## config.mk

```make
export PLATFORM = sky130hd
export DESIGN_NAME = ppol_top
export DESIGN_NICKNAME = d
export VERILOG_FILES = /design/src/core/ppol_pkg.sv /design/src/core/ppol_sync.sv /design/src/core/ppol_top.sv
export VERILOG_INCLUDE_DIRS = /design/src /design/src/core
export SDC_FILE = /design/constraint.sdc
export NUM_CORES = 1
export LEC_CHECK = 0
export BUFFER_PORTS_ARGS = -buffer_cell sky130_fd_sc_hd__buf_2
export CAP_MARGIN = 40
export CORE_UTILIZATION = 50
export DETAILED_ROUTE_END_ITERATION = 8
export PLACE_DENSITY = 0.81
export SYNTH_ARGS = -nofsm -noshare
export SYNTH_HDL_FRONTEND = slang
export SYNTH_HIERARCHICAL = 1
export SYNTH_SLANG_ARGS = --single-unit
```

## constraint.sdc

```tcl
create_clock -name I_REF_CLK -period 2.8 [get_ports I_REF_CLK]
set_input_delay 0.14 -clock I_REF_CLK [delete_from_list [all_inputs] [get_ports I_REF_CLK]]
set_output_delay 0.14 -clock I_REF_CLK [all_outputs]
set_load 0.1 [all_outputs]
```

## src/core/ppol_cfg.svh

```systemverilog
// Constants of the port pin override logic: offsets, field positions, reset values.
// Assumes an AXI4-Lite master with 32-bit data and byte addresses on eight address bits.
// Function
// - Sleep clamp forces each pin's digital input to ground before the Schmitt trigger.
// - Pins with their external interrupt enabled bypass the sleep clamp.
// - Clamp release on a high pin sensing rising or any edge sets its interrupt flag at wake-up.
// - All pull-ups stay off while reset is active.
// - Pull-up follows override value, else on when direction 0, latch 1, disable 0.
// - Output enable follows direction override value, else the direction bit.
// - Driven value is the value override when enabled, else the output latch.
// - Toggle override enable inverts the pin's output latch bit.
// - Input enable follows its override value, else normal or sleep state decides.
// - Raw digital input leaves after the Schmitt trigger, before the synchroniser.
// - Each pin offers an analog link wired straight to the pad.
// - Strobes are shared per port, clock, clamp and disable by all, overrides per pin.
// - Without overrides direction one drives the latch, zero inputs with latch pull-up.
// - Global pull-up disable sits at bit 4 of the control register.
// - Pin input passes a clock-high latch then the pin register on the rising edge.
// - All pins tri-state at once when reset becomes active, clock or not.
`ifndef PPOL_CFG_SVH
`define PPOL_CFG_SVH

`define PPOL_PINS 8
`define PPOL_AW 8
`define PPOL_OFS_LATCH 8'h00
`define PPOL_OFS_DIR 8'h04
`define PPOL_OFS_PIN 8'h08
`define PPOL_OFS_MCU 8'h0C
`define PPOL_OFS_STAT 8'h10
`define PPOL_OFS_MASK 8'h14
`define PPOL_OFS_SENSE 8'h18
`define PPOL_PUD_BIT 4
`define PPOL_RST_BYTE 8'h00
`define PPOL_RST_SENSE 16'h0000
`define PPOL_RESP_OKAY 2'h0
`define PPOL_RESP_SLVERR 2'h2

`endif

```

## src/core/ppol_pkg.sv

```systemverilog
// Types of the port pin override logic.
// Assumes the constants header is included by the modules that use it.
package ppol_pkg;

  typedef logic [7:0] ppol_byte_t;

  typedef enum logic [1:0] {
    PPOL_SENSE_NONE = 2'h0,
    PPOL_SENSE_ANY = 2'h1,
    PPOL_SENSE_FALL = 2'h2,
    PPOL_SENSE_RISE = 2'h3
  } ppol_sense_e;

endpackage : ppol_pkg

```

## src/core/ppol_sync.sv

```systemverilog
// Two-stage input synchroniser of the port pins.
// Assumes the pins are sampled on the single reference clock.
`timescale 1ns/1ps
`include "ppol_cfg.svh"
module ppol_sync (
  input wire logic i_clk,
  input wire logic i_srst,
  input wire logic [7:0] i_d,
  output logic [7:0] o_q
);

  logic [7:0] hold_q;

  // The first stage closes at the falling edge, as a latch open while the clock is high.
  always_ff @(negedge i_clk) begin
    if (i_srst) begin
      hold_q <= `PPOL_RST_BYTE;
    end else begin
      hold_q <= i_d;
    end
  end

  // The pin register takes the held value at the next rising edge.
  always_ff @(posedge i_clk) begin
    if (i_srst) begin
      o_q <= `PPOL_RST_BYTE;
    end else begin
      o_q <= hold_q;
    end
  end

endmodule : ppol_sync

```

## src/core/ppol_top.sv

```systemverilog
// One eight-pin port with alternate-function overrides and an AXI4-Lite register slave.
// Assumes peripherals drive the override signals synchronously to the reference clock.
//
// Added by the designer: the AXI4-Lite slave port and the placing of the registers.
`timescale 1ns/1ps
`include "ppol_cfg.svh"
module ppol_top (
  input wire logic I_REF_CLK,
  input wire logic I_SRST,
  input wire logic [`PPOL_AW-1:0] I_AWADDR,
  input wire logic I_AWVALID,
  output logic O_AWREADY,
  input wire logic [31:0] I_WDATA,
  input wire logic [3:0] I_WSTRB,
  input wire logic I_WVALID,
  output logic O_WREADY,
  output logic [1:0] O_BRESP,
  output logic O_BVALID,
  input wire logic I_BREADY,
  input wire logic [`PPOL_AW-1:0] I_ARADDR,
  input wire logic I_ARVALID,
  output logic O_ARREADY,
  output logic [31:0] O_RDATA,
  output logic [1:0] O_RRESP,
  output logic O_RVALID,
  input wire logic I_RREADY,
  output logic O_IRQ,
  input wire logic I_SLEEP_CLAMP,
  input wire logic [7:0] I_PAD_IN,
  output logic [7:0] O_PAD_OUT,
  output logic [7:0] O_PAD_OE_N,
  output logic [7:0] O_PAD_PULLUP,
  output logic [7:0] O_RAW_DIGITAL_IN,
  output logic [7:0] O_ANALOG_PAD_LINK,
  input wire logic [7:0] I_PULLUP_OVERRIDE_EN,
  input wire logic [7:0] I_PULLUP_OVERRIDE_VAL,
  input wire logic [7:0] I_DIR_OVERRIDE_EN,
  input wire logic [7:0] I_DIR_OVERRIDE_VAL,
  input wire logic [7:0] I_OUT_VALUE_OVERRIDE_EN,
  input wire logic [7:0] I_OUT_VALUE_OVERRIDE_VAL,
  input wire logic [7:0] I_OUT_TOGGLE_OVERRIDE_EN,
  input wire logic [7:0] I_IN_ENABLE_OVERRIDE_EN,
  input wire logic [7:0] I_IN_ENABLE_OVERRIDE_VAL
);

  // Merges one byte lane of a bus write into a stored byte under its lane strobe.
  function automatic ppol_pkg::ppol_byte_t merge_byte(
    input ppol_pkg::ppol_byte_t old_v,
    input logic [7:0] new_v,
    input logic strb
  );
    merge_byte = strb ? new_v : old_v;
  endfunction : merge_byte

  // Decides whether an edge on one pin matches its sense selection.
  function automatic logic sense_hit(
    input logic [1:0] sense,
    input logic rise,
    input logic fall
  );
    logic hit;
    hit = 1'b0;
    case (sense)
      ppol_pkg::PPOL_SENSE_ANY: hit = rise | fall;
      ppol_pkg::PPOL_SENSE_FALL: hit = fall;
      ppol_pkg::PPOL_SENSE_RISE: hit = rise;
      default: hit = 1'b0;
    endcase
    sense_hit = hit;
  endfunction : sense_hit

  // Checks whether an address names a register of this port.
  function automatic logic addr_hit(input logic [`PPOL_AW-1:0] a);
    addr_hit = (a == `PPOL_OFS_LATCH) || (a == `PPOL_OFS_DIR) || (a == `PPOL_OFS_PIN) ||
               (a == `PPOL_OFS_MCU) || (a == `PPOL_OFS_STAT) || (a == `PPOL_OFS_MASK) ||
               (a == `PPOL_OFS_SENSE);
  endfunction : addr_hit

  ppol_pkg::ppol_byte_t latch_q;
  ppol_pkg::ppol_byte_t latch_d;
  ppol_pkg::ppol_byte_t dir_q;
  ppol_pkg::ppol_byte_t dir_d;
  ppol_pkg::ppol_byte_t status_q;
  ppol_pkg::ppol_byte_t status_d;
  ppol_pkg::ppol_byte_t mask_q;
  ppol_pkg::ppol_byte_t mask_d;
  logic [15:0] sense_q;
  logic [15:0] sense_d;
  logic pud_q;
  logic pud_d;
  logic [7:0] pin_input_reg;
  logic [7:0] pin_prev_q;

  logic aw_held_q;
  logic [`PPOL_AW-1:0] awaddr_q;
  logic w_held_q;
  logic [31:0] wdata_q;
  logic [3:0] wstrb_q;
  logic bvalid_q;
  logic [1:0] bresp_q;
  logic rvalid_q;
  logic [31:0] rdata_q;
  logic [1:0] rresp_q;

  // Write channel acceptance: each address and data beat is held until both are in.
  wire aw_take = I_AWVALID & O_AWREADY;
  wire w_take = I_WVALID & O_WREADY;
  wire wr_fire = aw_held_q & w_held_q & ~bvalid_q;
  wire wr_ok = addr_hit(awaddr_q);
  wire wsel_latch = wr_fire & (awaddr_q == `PPOL_OFS_LATCH);
  wire wsel_dir = wr_fire & (awaddr_q == `PPOL_OFS_DIR);
  wire wsel_pin = wr_fire & (awaddr_q == `PPOL_OFS_PIN);
  wire wsel_mcu = wr_fire & (awaddr_q == `PPOL_OFS_MCU);
  wire wsel_stat = wr_fire & (awaddr_q == `PPOL_OFS_STAT);
  wire wsel_mask = wr_fire & (awaddr_q == `PPOL_OFS_MASK);
  wire wsel_sense = wr_fire & (awaddr_q == `PPOL_OFS_SENSE);
  wire [7:0] wbyte0 = wdata_q[7:0];
  wire [7:0] wbyte1 = wdata_q[15:8];

  // Read channel acceptance: one read in flight, answered from registers.
  wire ar_take = I_ARVALID & O_ARREADY;
  wire rd_ok = addr_hit(I_ARADDR);

  assign O_AWREADY = ~aw_held_q & ~bvalid_q;
  assign O_WREADY = ~w_held_q & ~bvalid_q;
  assign O_BVALID = bvalid_q;
  assign O_BRESP = bresp_q;
  assign O_ARREADY = ~rvalid_q;
  assign O_RVALID = rvalid_q;
  assign O_RDATA = rdata_q;
  assign O_RRESP = rresp_q;

  // Pin toggling by bus write of ones to the pin register and by peripheral request.
  wire [7:0] bus_toggle = wsel_pin & wstrb_q[0] ? wbyte0 : 8'h00;
  wire [7:0] latch_written = wsel_latch ? merge_byte(latch_q, wbyte0, wstrb_q[0]) : latch_q;
  wire [7:0] latch_toggled = latch_written ^ bus_toggle ^ I_OUT_TOGGLE_OVERRIDE_EN;

  // Pad control: each override picks its own field independently.
  wire [7:0] pull_normal = ~dir_q & latch_q & {8{~pud_q}};
  wire [7:0] pull_sel = (I_PULLUP_OVERRIDE_EN & I_PULLUP_OVERRIDE_VAL) |
                        (~I_PULLUP_OVERRIDE_EN & pull_normal);
  wire [7:0] drive_en = (I_DIR_OVERRIDE_EN & I_DIR_OVERRIDE_VAL) |
                        (~I_DIR_OVERRIDE_EN & dir_q);
  wire [7:0] drive_val = (I_OUT_VALUE_OVERRIDE_EN & I_OUT_VALUE_OVERRIDE_VAL) |
                         (~I_OUT_VALUE_OVERRIDE_EN & latch_q);

  // Digital input enable: sleep clamp applies unless the pin's interrupt is enabled.
  wire [7:0] sleep_in_en = ~({8{I_SLEEP_CLAMP}} & ~mask_q);
  wire [7:0] in_en = (I_IN_ENABLE_OVERRIDE_EN & I_IN_ENABLE_OVERRIDE_VAL) |
                     (~I_IN_ENABLE_OVERRIDE_EN & sleep_in_en);
  wire [7:0] clamped_in = I_PAD_IN & in_en;

  // Edge detection on the synchronised pin; a clamp release looks like a rising edge.
  wire [7:0] pin_rise = pin_input_reg & ~pin_prev_q;
  wire [7:0] pin_fall = ~pin_input_reg & pin_prev_q;
  logic [7:0] pin_event;

  always_comb begin
    pin_event = 8'h00;
    for (int i = 0; i < `PPOL_PINS; i++) begin
      pin_event[i] = sense_hit(sense_q[2*i +: 2], pin_rise[i], pin_fall[i]);
    end
  end

  assign O_PAD_PULLUP = pull_sel & {8{~I_SRST}};
  assign O_PAD_OE_N = ~(drive_en & {8{~I_SRST}});
  assign O_PAD_OUT = drive_val;
  assign O_RAW_DIGITAL_IN = clamped_in;
  assign O_ANALOG_PAD_LINK = I_PAD_IN;
  assign O_IRQ = |(status_q & mask_q);

  // Next values of the port registers.
  assign latch_d = latch_toggled;
  assign dir_d = wsel_dir ? merge_byte(dir_q, wbyte0, wstrb_q[0]) : dir_q;
  assign pud_d = wsel_mcu & wstrb_q[0] ? wbyte0[`PPOL_PUD_BIT] : pud_q;
  assign mask_d = wsel_mask ? merge_byte(mask_q, wbyte0, wstrb_q[0]) : mask_q;
  assign sense_d = wsel_sense ?
                   {merge_byte(sense_q[15:8], wbyte1, wstrb_q[1]),
                    merge_byte(sense_q[7:0], wbyte0, wstrb_q[0])} : sense_q;

  // Status bits: a new event wins over a write-one clear in the same cycle.
  wire [7:0] stat_clear = wsel_stat & wstrb_q[0] ? wbyte0 : 8'h00;
  assign status_d = (status_q & ~stat_clear) | pin_event;

  // Read data selection.
  logic [31:0] rd_word;

  always_comb begin
    rd_word = 32'h0000_0000;
    case (I_ARADDR)
      `PPOL_OFS_LATCH: rd_word = {24'h00_0000, latch_q};
      `PPOL_OFS_DIR: rd_word = {24'h00_0000, dir_q};
      `PPOL_OFS_PIN: rd_word = {24'h00_0000, pin_input_reg};
      `PPOL_OFS_MCU: rd_word = {27'h000_0000, pud_q, 4'h0};
      `PPOL_OFS_STAT: rd_word = {24'h00_0000, status_q};
      `PPOL_OFS_MASK: rd_word = {24'h00_0000, mask_q};
      `PPOL_OFS_SENSE: rd_word = {16'h0000, sense_q};
      default: rd_word = 32'h0000_0000;
    endcase
  end

  // Pin synchroniser feeding the pin register.
  ppol_sync u_sync (
    .i_clk(I_REF_CLK),
    .i_srst(I_SRST),
    .i_d(clamped_in),
    .o_q(pin_input_reg)
  );

  // Port registers.
  always_ff @(posedge I_REF_CLK) begin
    if (I_SRST) begin
      latch_q <= `PPOL_RST_BYTE;
      dir_q <= `PPOL_RST_BYTE;
      pud_q <= 1'b0;
      mask_q <= `PPOL_RST_BYTE;
      sense_q <= `PPOL_RST_SENSE;
      status_q <= `PPOL_RST_BYTE;
      pin_prev_q <= `PPOL_RST_BYTE;
    end else begin
      latch_q <= latch_d;
      dir_q <= dir_d;
      pud_q <= pud_d;
      mask_q <= mask_d;
      sense_q <= sense_d;
      status_q <= status_d;
      pin_prev_q <= pin_input_reg;
    end
  end

  // Write address and data holding.
  always_ff @(posedge I_REF_CLK) begin
    if (I_SRST) begin
      aw_held_q <= 1'b0;
      awaddr_q <= '0;
      w_held_q <= 1'b0;
      wdata_q <= 32'h0000_0000;
      wstrb_q <= 4'h0;
    end else begin
      if (aw_take) begin
        aw_held_q <= 1'b1;
        awaddr_q <= I_AWADDR;
      end else if (wr_fire) begin
        aw_held_q <= 1'b0;
      end
      if (w_take) begin
        w_held_q <= 1'b1;
        wdata_q <= I_WDATA;
        wstrb_q <= I_WSTRB;
      end else if (wr_fire) begin
        w_held_q <= 1'b0;
      end
    end
  end

  // Write response.
  always_ff @(posedge I_REF_CLK) begin
    if (I_SRST) begin
      bvalid_q <= 1'b0;
      bresp_q <= `PPOL_RESP_OKAY;
    end else if (wr_fire) begin
      bvalid_q <= 1'b1;
      bresp_q <= wr_ok ? `PPOL_RESP_OKAY : `PPOL_RESP_SLVERR;
    end else if (bvalid_q & I_BREADY) begin
      bvalid_q <= 1'b0;
    end
  end

  // Read response.
  always_ff @(posedge I_REF_CLK) begin
    if (I_SRST) begin
      rvalid_q <= 1'b0;
      rdata_q <= 32'h0000_0000;
      rresp_q <= `PPOL_RESP_OKAY;
    end else if (ar_take) begin
      rvalid_q <= 1'b1;
      rdata_q <= rd_word;
      rresp_q <= rd_ok ? `PPOL_RESP_OKAY : `PPOL_RESP_SLVERR;
    end else if (rvalid_q & I_RREADY) begin
      rvalid_q <= 1'b0;
    end
  end

endmodule : ppol_top

```

==> impl_metrics.tcl, run 1 <==
set metrics [dict create \
    status "completed" \
    io_pins 222 \
    hold_slack_ns 0.0108 \
    rows 40 \
    grt_pass1_vias 5583 \
    synth.yosys.warnings 6 \
    crit_type "reg2reg" \
    met1_length_mm 6.83 \
    dp_hpwl_mm 11.6 \
    hold_violations 0 \
    die_y_um 113 \
    drc 0 \
    p_per_area_nw_per_um2 628 \
    synth_ff_type "dfxtp_1" \
    dpl_cell_area_um2 7080 \
    grt_pass1_wl_mm 27.0 \
    total_power_mw 5.03 \
    period_share_pct 86.8 \
    critPathLaunch "aw_held_q" \
    slew_viol_final 0 \
    r2r_slack_ns 0.37 \
    grt_max_degree 67 \
    netlist_area_um2 6140 \
    synth_cell_type_count 52 \
    io_buffer_count 185 \
    post_cts_buffers 0 \
    numCtsBuffers 17 \
    num_antenna_cells 0 \
    start_util_pct 51.1 \
    path_clk_slew_ns 0.06 \
    worst_ep_arrival_time_ns 2.70 \
    cts_tree "built" \
    drtPass1Iterations 5 \
    setup_tns_ns 0 \
    core_um2 12000 \
    tightest_slew_ns 0.762 \
    routed-wl-met3_mm 1.32 \
    area_growth_pct 30.5 \
    fin_skew_ns 0.0299 \
    yosysTopAreaCell "dfxtp_1" \
    min_path_type "in2reg" \
    cp-endpoint "status_q[6]" \
    maxCapViolCount 0 \
    route.met2.wl_mm 8.30 \
    grt_setup_unrepaired "no" \
    fillCellCount 961 \
    required_ns 3.06 \
    pre_cts_ws_ns 0.423 \
    ant_nets 0 \
    fin_cells 1081 \
    critPathMaxFanout 16 \
    yosys-top-cells-area "dfxtp_1 39%, mux2i_1 6.7%, a21oi_1 5.3%" \
    syn_avg_cell_area_um2 8.53 \
    r2r_cells 4 \
    synth_seq_cells 121 \
    cts_buffer_depth 2 \
    drt-initial-drc-count 295 \
    clock-sinks 121 \
    dpl.cell_count 1012 \
    gp_congestion 0.843 \
    startpoint_type "flip-flop" \
    antenna_found_initial 0 \
    gr-total-overflow 0 \
    wl_mm 17.0 \
    ir_drop_mv 0.444 \
    setup_viol 0 \
    fin_crit_ns 2.43 \
    root_buffer "clkbuf_16" \
    synth_top_area_share_pct 39.5 \
    crit_path_end_kind "flip-flop" \
    nNetsFinal 1077 \
    design_area_um2 8020 \
    fin_util_pct 66.7 \
    cts.repair.resized 0 \
    dieArea_um2 12700 \
    syn_inst 720 \
    setup_ws_ns 0.369 \
    drive_gt1_share_pct 30.1 \
    vias 5944 \
    fmaxAchievable_ghz 0.411 \
    htree_levels 4 \
    insertion_delay_ns 0.44 \
    post_drt_wl_per_cell_um 15.7 \
    r2r_end "status_q[6]" \
    top_layer_used "met4" \
    ys_seq_area_share_pct 39.5 \
    max-slew-margin-rel_pct 48.8 \
    grt_usage_pct 27.1 \
    die_w_um 113 \
    synth_edf_count 0 \
    via_per_inst 5.50 \
    reg2reg_from "aw_held_q" \
    power.leakage_nw 3.53 \
    synthArstFlopShare_pct 0 \
]
logic make-up (layout without fill, tap and decap cells):
logic type | Yosys count | after routing | synth area share (%)
other | 1 | 18 | 0.0611
buffers and inverters | 109 | 306 | 8.52
AOI/OAI and AO/OA | 160 | 160 | 16.1
and+or+nand+nor | 247 | 247 | 20.6
muxes | 66 | 66 | 12.0
adders and majority gates | 16 | 16 | 3.26
DFF | 121 | 121 | 39.5
how the worst min path moves through the flow:
stage / startpoint / to / slack [ns] / depth (start not counted)
final: I_ARVALID / O_RVALID / 0.01 / 3
after global placement: I_RREADY / O_RVALID / 0.32 / 2
after floorplan: I_RREADY / O_RVALID / 0.23 / 1
after global routing: I_OUT_TOGGLE_OVERRIDE_EN[2] / latch_q[2] / 0.02 / 4
after detailed placement: I_RREADY / O_RVALID / 0.32 / 2
after CTS: I_ARVALID / O_RVALID / 0.003 / 3
cell usage in the layout, fill, tap and decap left out, types with 6 or more instances in the layout:
master         netlist  layout
buf_4               26       7
a21oi_1             65      65
nand2_1             83      83
buf_2                1     184
mux2_2              21      21
a22oi_1             18      18
nor2_1              70      68
o21ai_0             33      33
mux2i_1             41      41
a22o_1               6       6
clkbuf_16            0      19
nor2b_2              7       7
nor4_1               6       6
and2b_2              6       6
nor4b_1              8       8
nor2b_1             14      14
dfxtp_1            121     120
or2_2                8       8
inv_1               45      51
conb_1               1      18
dlygate4sd3_1        0      30
a31oi_2              0       8
nand3_1              8       8
ha_1                16      16
synthesized netlist by cell type, drive strengths merged, types with 5 or more instances:
master,n
a31oi,8
a22oi,18
a21oi,65
nor4b,10
mux2i,41
dfxtp,121
o2111ai,5
nand2,83
nor2b,21
or4,5
ha,16
a21boi,5
a22o,6
or2,8
nor2,70
o21ai,33
nand3,8
clkbuf,31
mux2,21
and2b,6
inv,45
nor4,7
buf,33
worst max-delay path, stage by stage, from the launching register on:
cell and delay (ns):
dfxtp_1 0.42, or4b_1 0.66, or4_1 0.80, o21ai_0 0.31, a21oi_1 0.09
what timing repair did:
| item | in CTS | in global routing |
|---|---|---|
| endpoints found under the hold margin | 30 | 0 |
| endpoints found under the setup margin | 0 | 0 |
| hold buffers | 30 | 0 |
routing by layer:
layer	up-vias	global-route usage, %
met4	0	12.5
met2	265	46.6
met5	-	0
met1	2764	31.8
met3	46	6.75
li1	2869	-
layout make-up:
type / count / area, µm² / area share (%)
sequential: 121 / 2420 / 30.2
clock inverter: 19 / 138 / 1.72
clock buffer: 21 / 503 / 6.28
inverter: 44 / 169 / 2.11
multi-input combinational: 507 / 3310 / 41.3
tap: 147 / 184 / 2.29
timing repair buffer: 222 / 1280 / 16.0
registers in the layout, indices dropped and copies added (netlist names), 2 cells and up:
name           cells
O_RDATA           16
awaddr_q           8
dir_q              8
latch_q            8
mask_q             8
pin_prev_q         8
sense_q           16
status_q           8
u_sync/hold_q      8
u_sync/o_q         8
wdata_q           16
wstrb_q            2
power breakdown:
part	switching, mW	total [mW]	internal [mW]
registers	0.0746	1.85	1.78
clock network	0.802	2.26	1.46
logic	0.673	0.917	0.244
total	1.55	5.03	3.48
Note: power is estimated with default switching activity, not from simulation.
==> run 2: changes to the inputs <==
CORE_UTILIZATION = 43   (was 50)
PLACE_DENSITY = 0.72   (was 0.81)
==> run 2 against run 1 <==
Final cell count up 3.2%. Power down 3.5%. Worst hold slack better by 0.059 ns. Register-to-register slack better by 0.05 ns. Die area up 16%. Critical path type unchanged.
==> impl_metrics.tcl, run 2 (synthesized netlist as in run 1, its figures left out) <==
set metrics [dict create \
    root_buffer "clkbuf_16" \
    post_drt_wl_per_cell_um 15.4 \
    path_clk_slew_ns 0.05 \
    required_ns 3.06 \
    area_growth_pct 30.8 \
    worst_ep_arrival_time_ns 2.64 \
    nNetsFinal 1081 \
    status "completed" \
    num_antenna_cells 0 \
    worst-path-buf-inv 0 \
    numCtsBuffers 17 \
    ir_drop_mv 0.392 \
    fillCellCount 1248 \
    slowest_delay_ns 0.75 \
    min_path_type "in2reg" \
    die_y_um 121 \
    cts_tree "built" \
    slew_viol_final 0 \
    layout_common_cells "184 x buf_2, 120 x dfxtp_1, 83 x nand2_1" \
    wl_mm 17.2 \
    fmaxAchievable_ghz 0.421 \
    crit_slowest_cell "or4_1" \
    period_share_pct 84.9 \
    fin_util_pct 57.8 \
    crit_type "reg2reg" \
    start_util_pct 44.2 \
    grt_pass1_vias 5162 \
    hold_slack_ns 0.0701 \
    via_per_inst 5.21 \
    ant_nets 0 \
    critPathMaxFanout 16 \
    antenna_found_initial 0 \
    cts_buffer_depth 2 \
    post_cts_buffers 0 \
    multiInputGateArea_um2 3310 \
    maxCapViolCount 0 \
    drc 0 \
    fin_skew_ns 0.0256 \
    clock-sinks 121 \
    gp_congestion 0.837 \
    core_um2 13900 \
    seqCellArea_um2 2420 \
    drt-initial-drc-count 278 \
    dieArea_um2 14800 \
    grt_max_degree 80 \
    final_common_cell "buf_2" \
    crit_path_end_kind "flip-flop" \
    grt_pass1_wl_mm 26.3 \
    rows 43 \
    drtPass1Iterations 5 \
    grt_setup_unrepaired "no" \
    p_per_area_nw_per_um2 605 \
    drive_gt1_share_pct 29.8 \
    max-slew-margin-rel_pct 46.6 \
    die_w_um 121 \
    gr-total-overflow 0 \
    cts_hold_buf 32 \
    setup_tns_ns 0 \
    setup_viol 0 \
    power.leakage_nw 3.53 \
    cp_top_family "simple AND/OR/NAND/NOR gates" \
    grt_usage_pct 23.6 \
    cts.repair.resized 0 \
    tightest_slew_ns 0.801 \
    dp_hpwl_mm 12.2 \
    htree_levels 4 \
    io_pins 222 \
    io_buffer_count 185 \
    startpoint_type "flip-flop" \
    worstPathCellList "or4b_1, or4_1, o21ai_0, a21oi_1" \
    hold_violations 0 \
    vias 5809 \
    insertion_delay_ns 0.43 \
    fin_crit_ns 2.38 \
]
-- run 2: power breakdown --
part           switching, mW  internal, mW  leakage [nW]
logic                  0.674         0.248          2.23
clock network          0.742          1.34         0.314
registers             0.0724          1.78         0.985
-- run 2: cell type report --
type,instances,share of cell area (%)
clock inverters,10,0.795
repair buffers,226,16.4
well taps,180,2.81
multi-input cells,507,41.3
flip-flops and latches,121,30.2
inverters,44,2.10
clock buffers,28,6.44
-- run 2: routing by layer --
| metal | vias up | share of wire (%) | global-route usage, % |
|---|---|---|---|
| li1 | 2878 | - | - |
| met1 | 2692 | 42 | 28.4 |
| met2 | 202 | 49 | 40.1 |
| met3 | 37 | 6.0 | 5.36 |
| met4 | 0 | 2.5 | 10.0 |
| met5 | - | 0 | 0 |
-- run 2: final timing paths --
check | depth (start not counted) | end | from | slack, ns
worst max-delay path | 4 | status_q[3] | awaddr_q[1] | 0.42
worst min-delay path | 3 | latch_q[1] | I_OUT_TOGGLE_OVERRIDE_EN[1] | 0.07
worst max register to register | 4 | status_q[3] | awaddr_q[1] | 0.42
worst min register to register | 2 | O_BRESP[1] | O_BRESP[1] | 0.45
-- run 2: through the flow --
step                      instances  worst slack [ns]  cell area, µm²  total power, mW
after floorplan                 737            -0.377            6260             2.61
after global placement         1047             0.494            7130             2.78
after detailed placement       1047             0.472            7130             2.79
after CTS                      1116             0.465            8030             4.88
after global routing           1116             0.307            8030             5.02
final                          1116             0.423            8030             4.86
-- run 2: worst min-delay path, delay by kind of cell --
kind	cells	cell delay [ns]
multiplexers	1	0.14
AND/OR/NAND/NOR	1	0.07
buffers and inverters	1	0.10
==> run 3: changes to the inputs <==
ABC_AREA = 1   (was not set)
PLACE_DENSITY = 0.74   (was 0.72)
clock period = 2.1 ns   (was 2.8 ns; I/O delays follow)
==> run 3 against run 2 <==
The flow now finishes with violations (negative hold slack). Global-route usage shrank 0.70 points. Area after synthesis grew 1.6%. Cell area grew 4.6%. Sequential cell count stayed put. Critical path depth is the same.
==> impl_metrics.tcl, run 3 <==
set metrics [dict create \
    rows 43 \
    synth.most_common_cell "inv_1" \
    worst_ep_arrival_time_ns 1.18 \
    crit_type "reg2reg" \
    post_drt_wl_per_cell_um 12.9 \
    ys_seq_area_share_pct 38.8 \
    drtPass1Iterations 5 \
    drt-initial-drc-count 410 \
    vias 6442 \
    die_w_um 122 \
    tightest_slew_ns 0.496 \
    drive_gt1_share_pct 24.2 \
    cts.repair.resized 0 \
    clock-sinks 121 \
    required_ns 1.43 \
    synth.yosys.warnings 6 \
    total_power_mw 6.99 \
    die_y_um 122 \
    power.leakage_nw 3.96 \
    synth_edf_count 0 \
    area_growth_pct 34.6 \
    io_pins 222 \
    root_buffer "clkbuf_16" \
    final_common_cell "buf_2" \
    p_per_area_nw_per_um2 832 \
    via_per_inst 4.93 \
    dpl_cell_area_um2 7480 \
    antenna_found_initial 0 \
    grt_pass1_wl_mm 26.9 \
    ir_drop_mv 0.720 \
    min_path_type "in2reg" \
    cts_tree "built" \
    design_area_um2 8400 \
    synth_top_area_share_pct 38.8 \
    layout_common_cells "177 x buf_2, 140 x inv_1, 127 x nand2_1" \
    drc 0 \
    crit_path_end_kind "flip-flop" \
    syn_avg_cell_area_um2 6.89 \
    setup_ws_ns 0.251 \
    violations "negative hold slack" \
    num_antenna_cells 0 \
    grt_setup_unrepaired "no" \
    cts_hold_buf 27 \
    setup_viol 0 \
    grt_pass1_vias 5720 \
    insertion_delay_ns 0.45 \
    dp_hpwl_mm 12.3 \
    hold_violations 1 \
    synth_commonest_cells "136 x inv_1, 127 x nand2_1, 121 x dfxtp_1" \
    grt_usage_pct 22.9 \
    start_util_pct 44.4 \
    gp_congestion 0.876 \
    numCtsBuffers 17 \
    dieArea_um2 15000 \
    htree_levels 4 \
    post_cts_buffers 0 \
    cts_buffer_depth 2 \
    ant_nets 0 \
    hold_slack_ns -0.00377 \
    yosys-top-cells-area "dfxtp_1 39%, o21ai_0 8.6%, inv_1 8.2%" \
    maxCapViolCount 0 \
    critPathMaxFanout 3 \
    pre_cts_ws_ns 0.206 \
    wl_mm 16.8 \
    synth_ff_type "dfxtp_1" \
    fin_skew_ns 0.0324 \
    status "complete, but fails checks" \
    fillCellCount 1292 \
    syn_inst 906 \
    path_clk_slew_ns 0.06 \
    core_um2 14000 \
    io_buffer_count 185 \
    max-slew-margin-rel_pct 66.7 \
    synthArstFlopShare_pct 0 \
    grt_max_degree 85 \
    slew_viol_final 0 \
    gr-total-overflow 0 \
    nNetsFinal 1269 \
    synth_cell_type_count 35 \
    netlist_area_um2 6240 \
    synth_seq_cells 121 \
    startpoint_type "flip-flop" \
    yosysTopAreaCell "dfxtp_1" \
]
==> run 3: cell count changes after synthesis, moves of 21 or more <==
cell     delta
a21oi_1    +24
inv_1      +91
mux2_2     -21
mux2i_1    -41
nand2_1    +44
nand3_1    +68
nor2_1     +46
o21ai_0    +74
==> run 3: path summary, 6_finish.rpt <==
| path | endpoint | slack (ns) | startpoint | cells after the start |
|---|---|---|---|---|
| worst max-delay path | u_sync/hold_q[5] | 0.25 | mask_q[5] | 4 |
| worst min-delay path | latch_q[7] | -0.004 | I_OUT_TOGGLE_OVERRIDE_EN[7] | 4 |
| worst max register to register | u_sync/hold_q[5] | 0.25 | mask_q[5] | 4 |
| worst min register to register | O_RRESP[1] | 0.46 | O_RRESP[1] | 2 |
==> run 3: critical path: stages (launching register included) <==
cell and delay (ns):
dfxtp_1 0.36, inv_1 0.11, a31oi_4 0.14, inv_1 0.05, nor2_1 0.09
==> run 3: kinds of logic after synthesis <==
group	synth area share, %
and+or+nand+nor	24.3
DFF	38.8
other	0.0601
adders and majority gates	3.21
AOI/OAI and AO/OA	19.0
buffers and inverters	14.6
==> run 3: through the flow <==
step	TNS, ns	util (%)	cells
floorplan	-1.46	-	923
global placement	0	53.2	1240
detailed placement	0	53.2	1240
CTS	0	59.8	1306
global route	0	59.8	1306
finish	0	59.8	1306
==> run 3: power by group <==
group	internal (mW)	switching [mW]	total (mW)
combinational	0.334	1.05	1.39
sequential	2.39	0.0700	2.46
clock	2.01	1.13	3.14
==> run 3: final cells by class <==
class                   count  area, µm²  share of cell area [%]
clock buffers              18        429                    5.11
clock inverters            22        228                    2.71
inverters                 138        522                    6.21
multi-input cells         603       3140                    37.3
flip-flops and latches    121       2430                    28.9
well taps                 180        225                    2.68
repair buffers            224       1430                    17.0
==> run 3: routing by layer <==
layer,track usage [%],wire [µm],up-vias
met5,0,0,-
met4,10.3,451,0
met3,3.76,895,34
met2,39.1,8220,210
met1,28.2,7230,2901
li1,-,-,3297
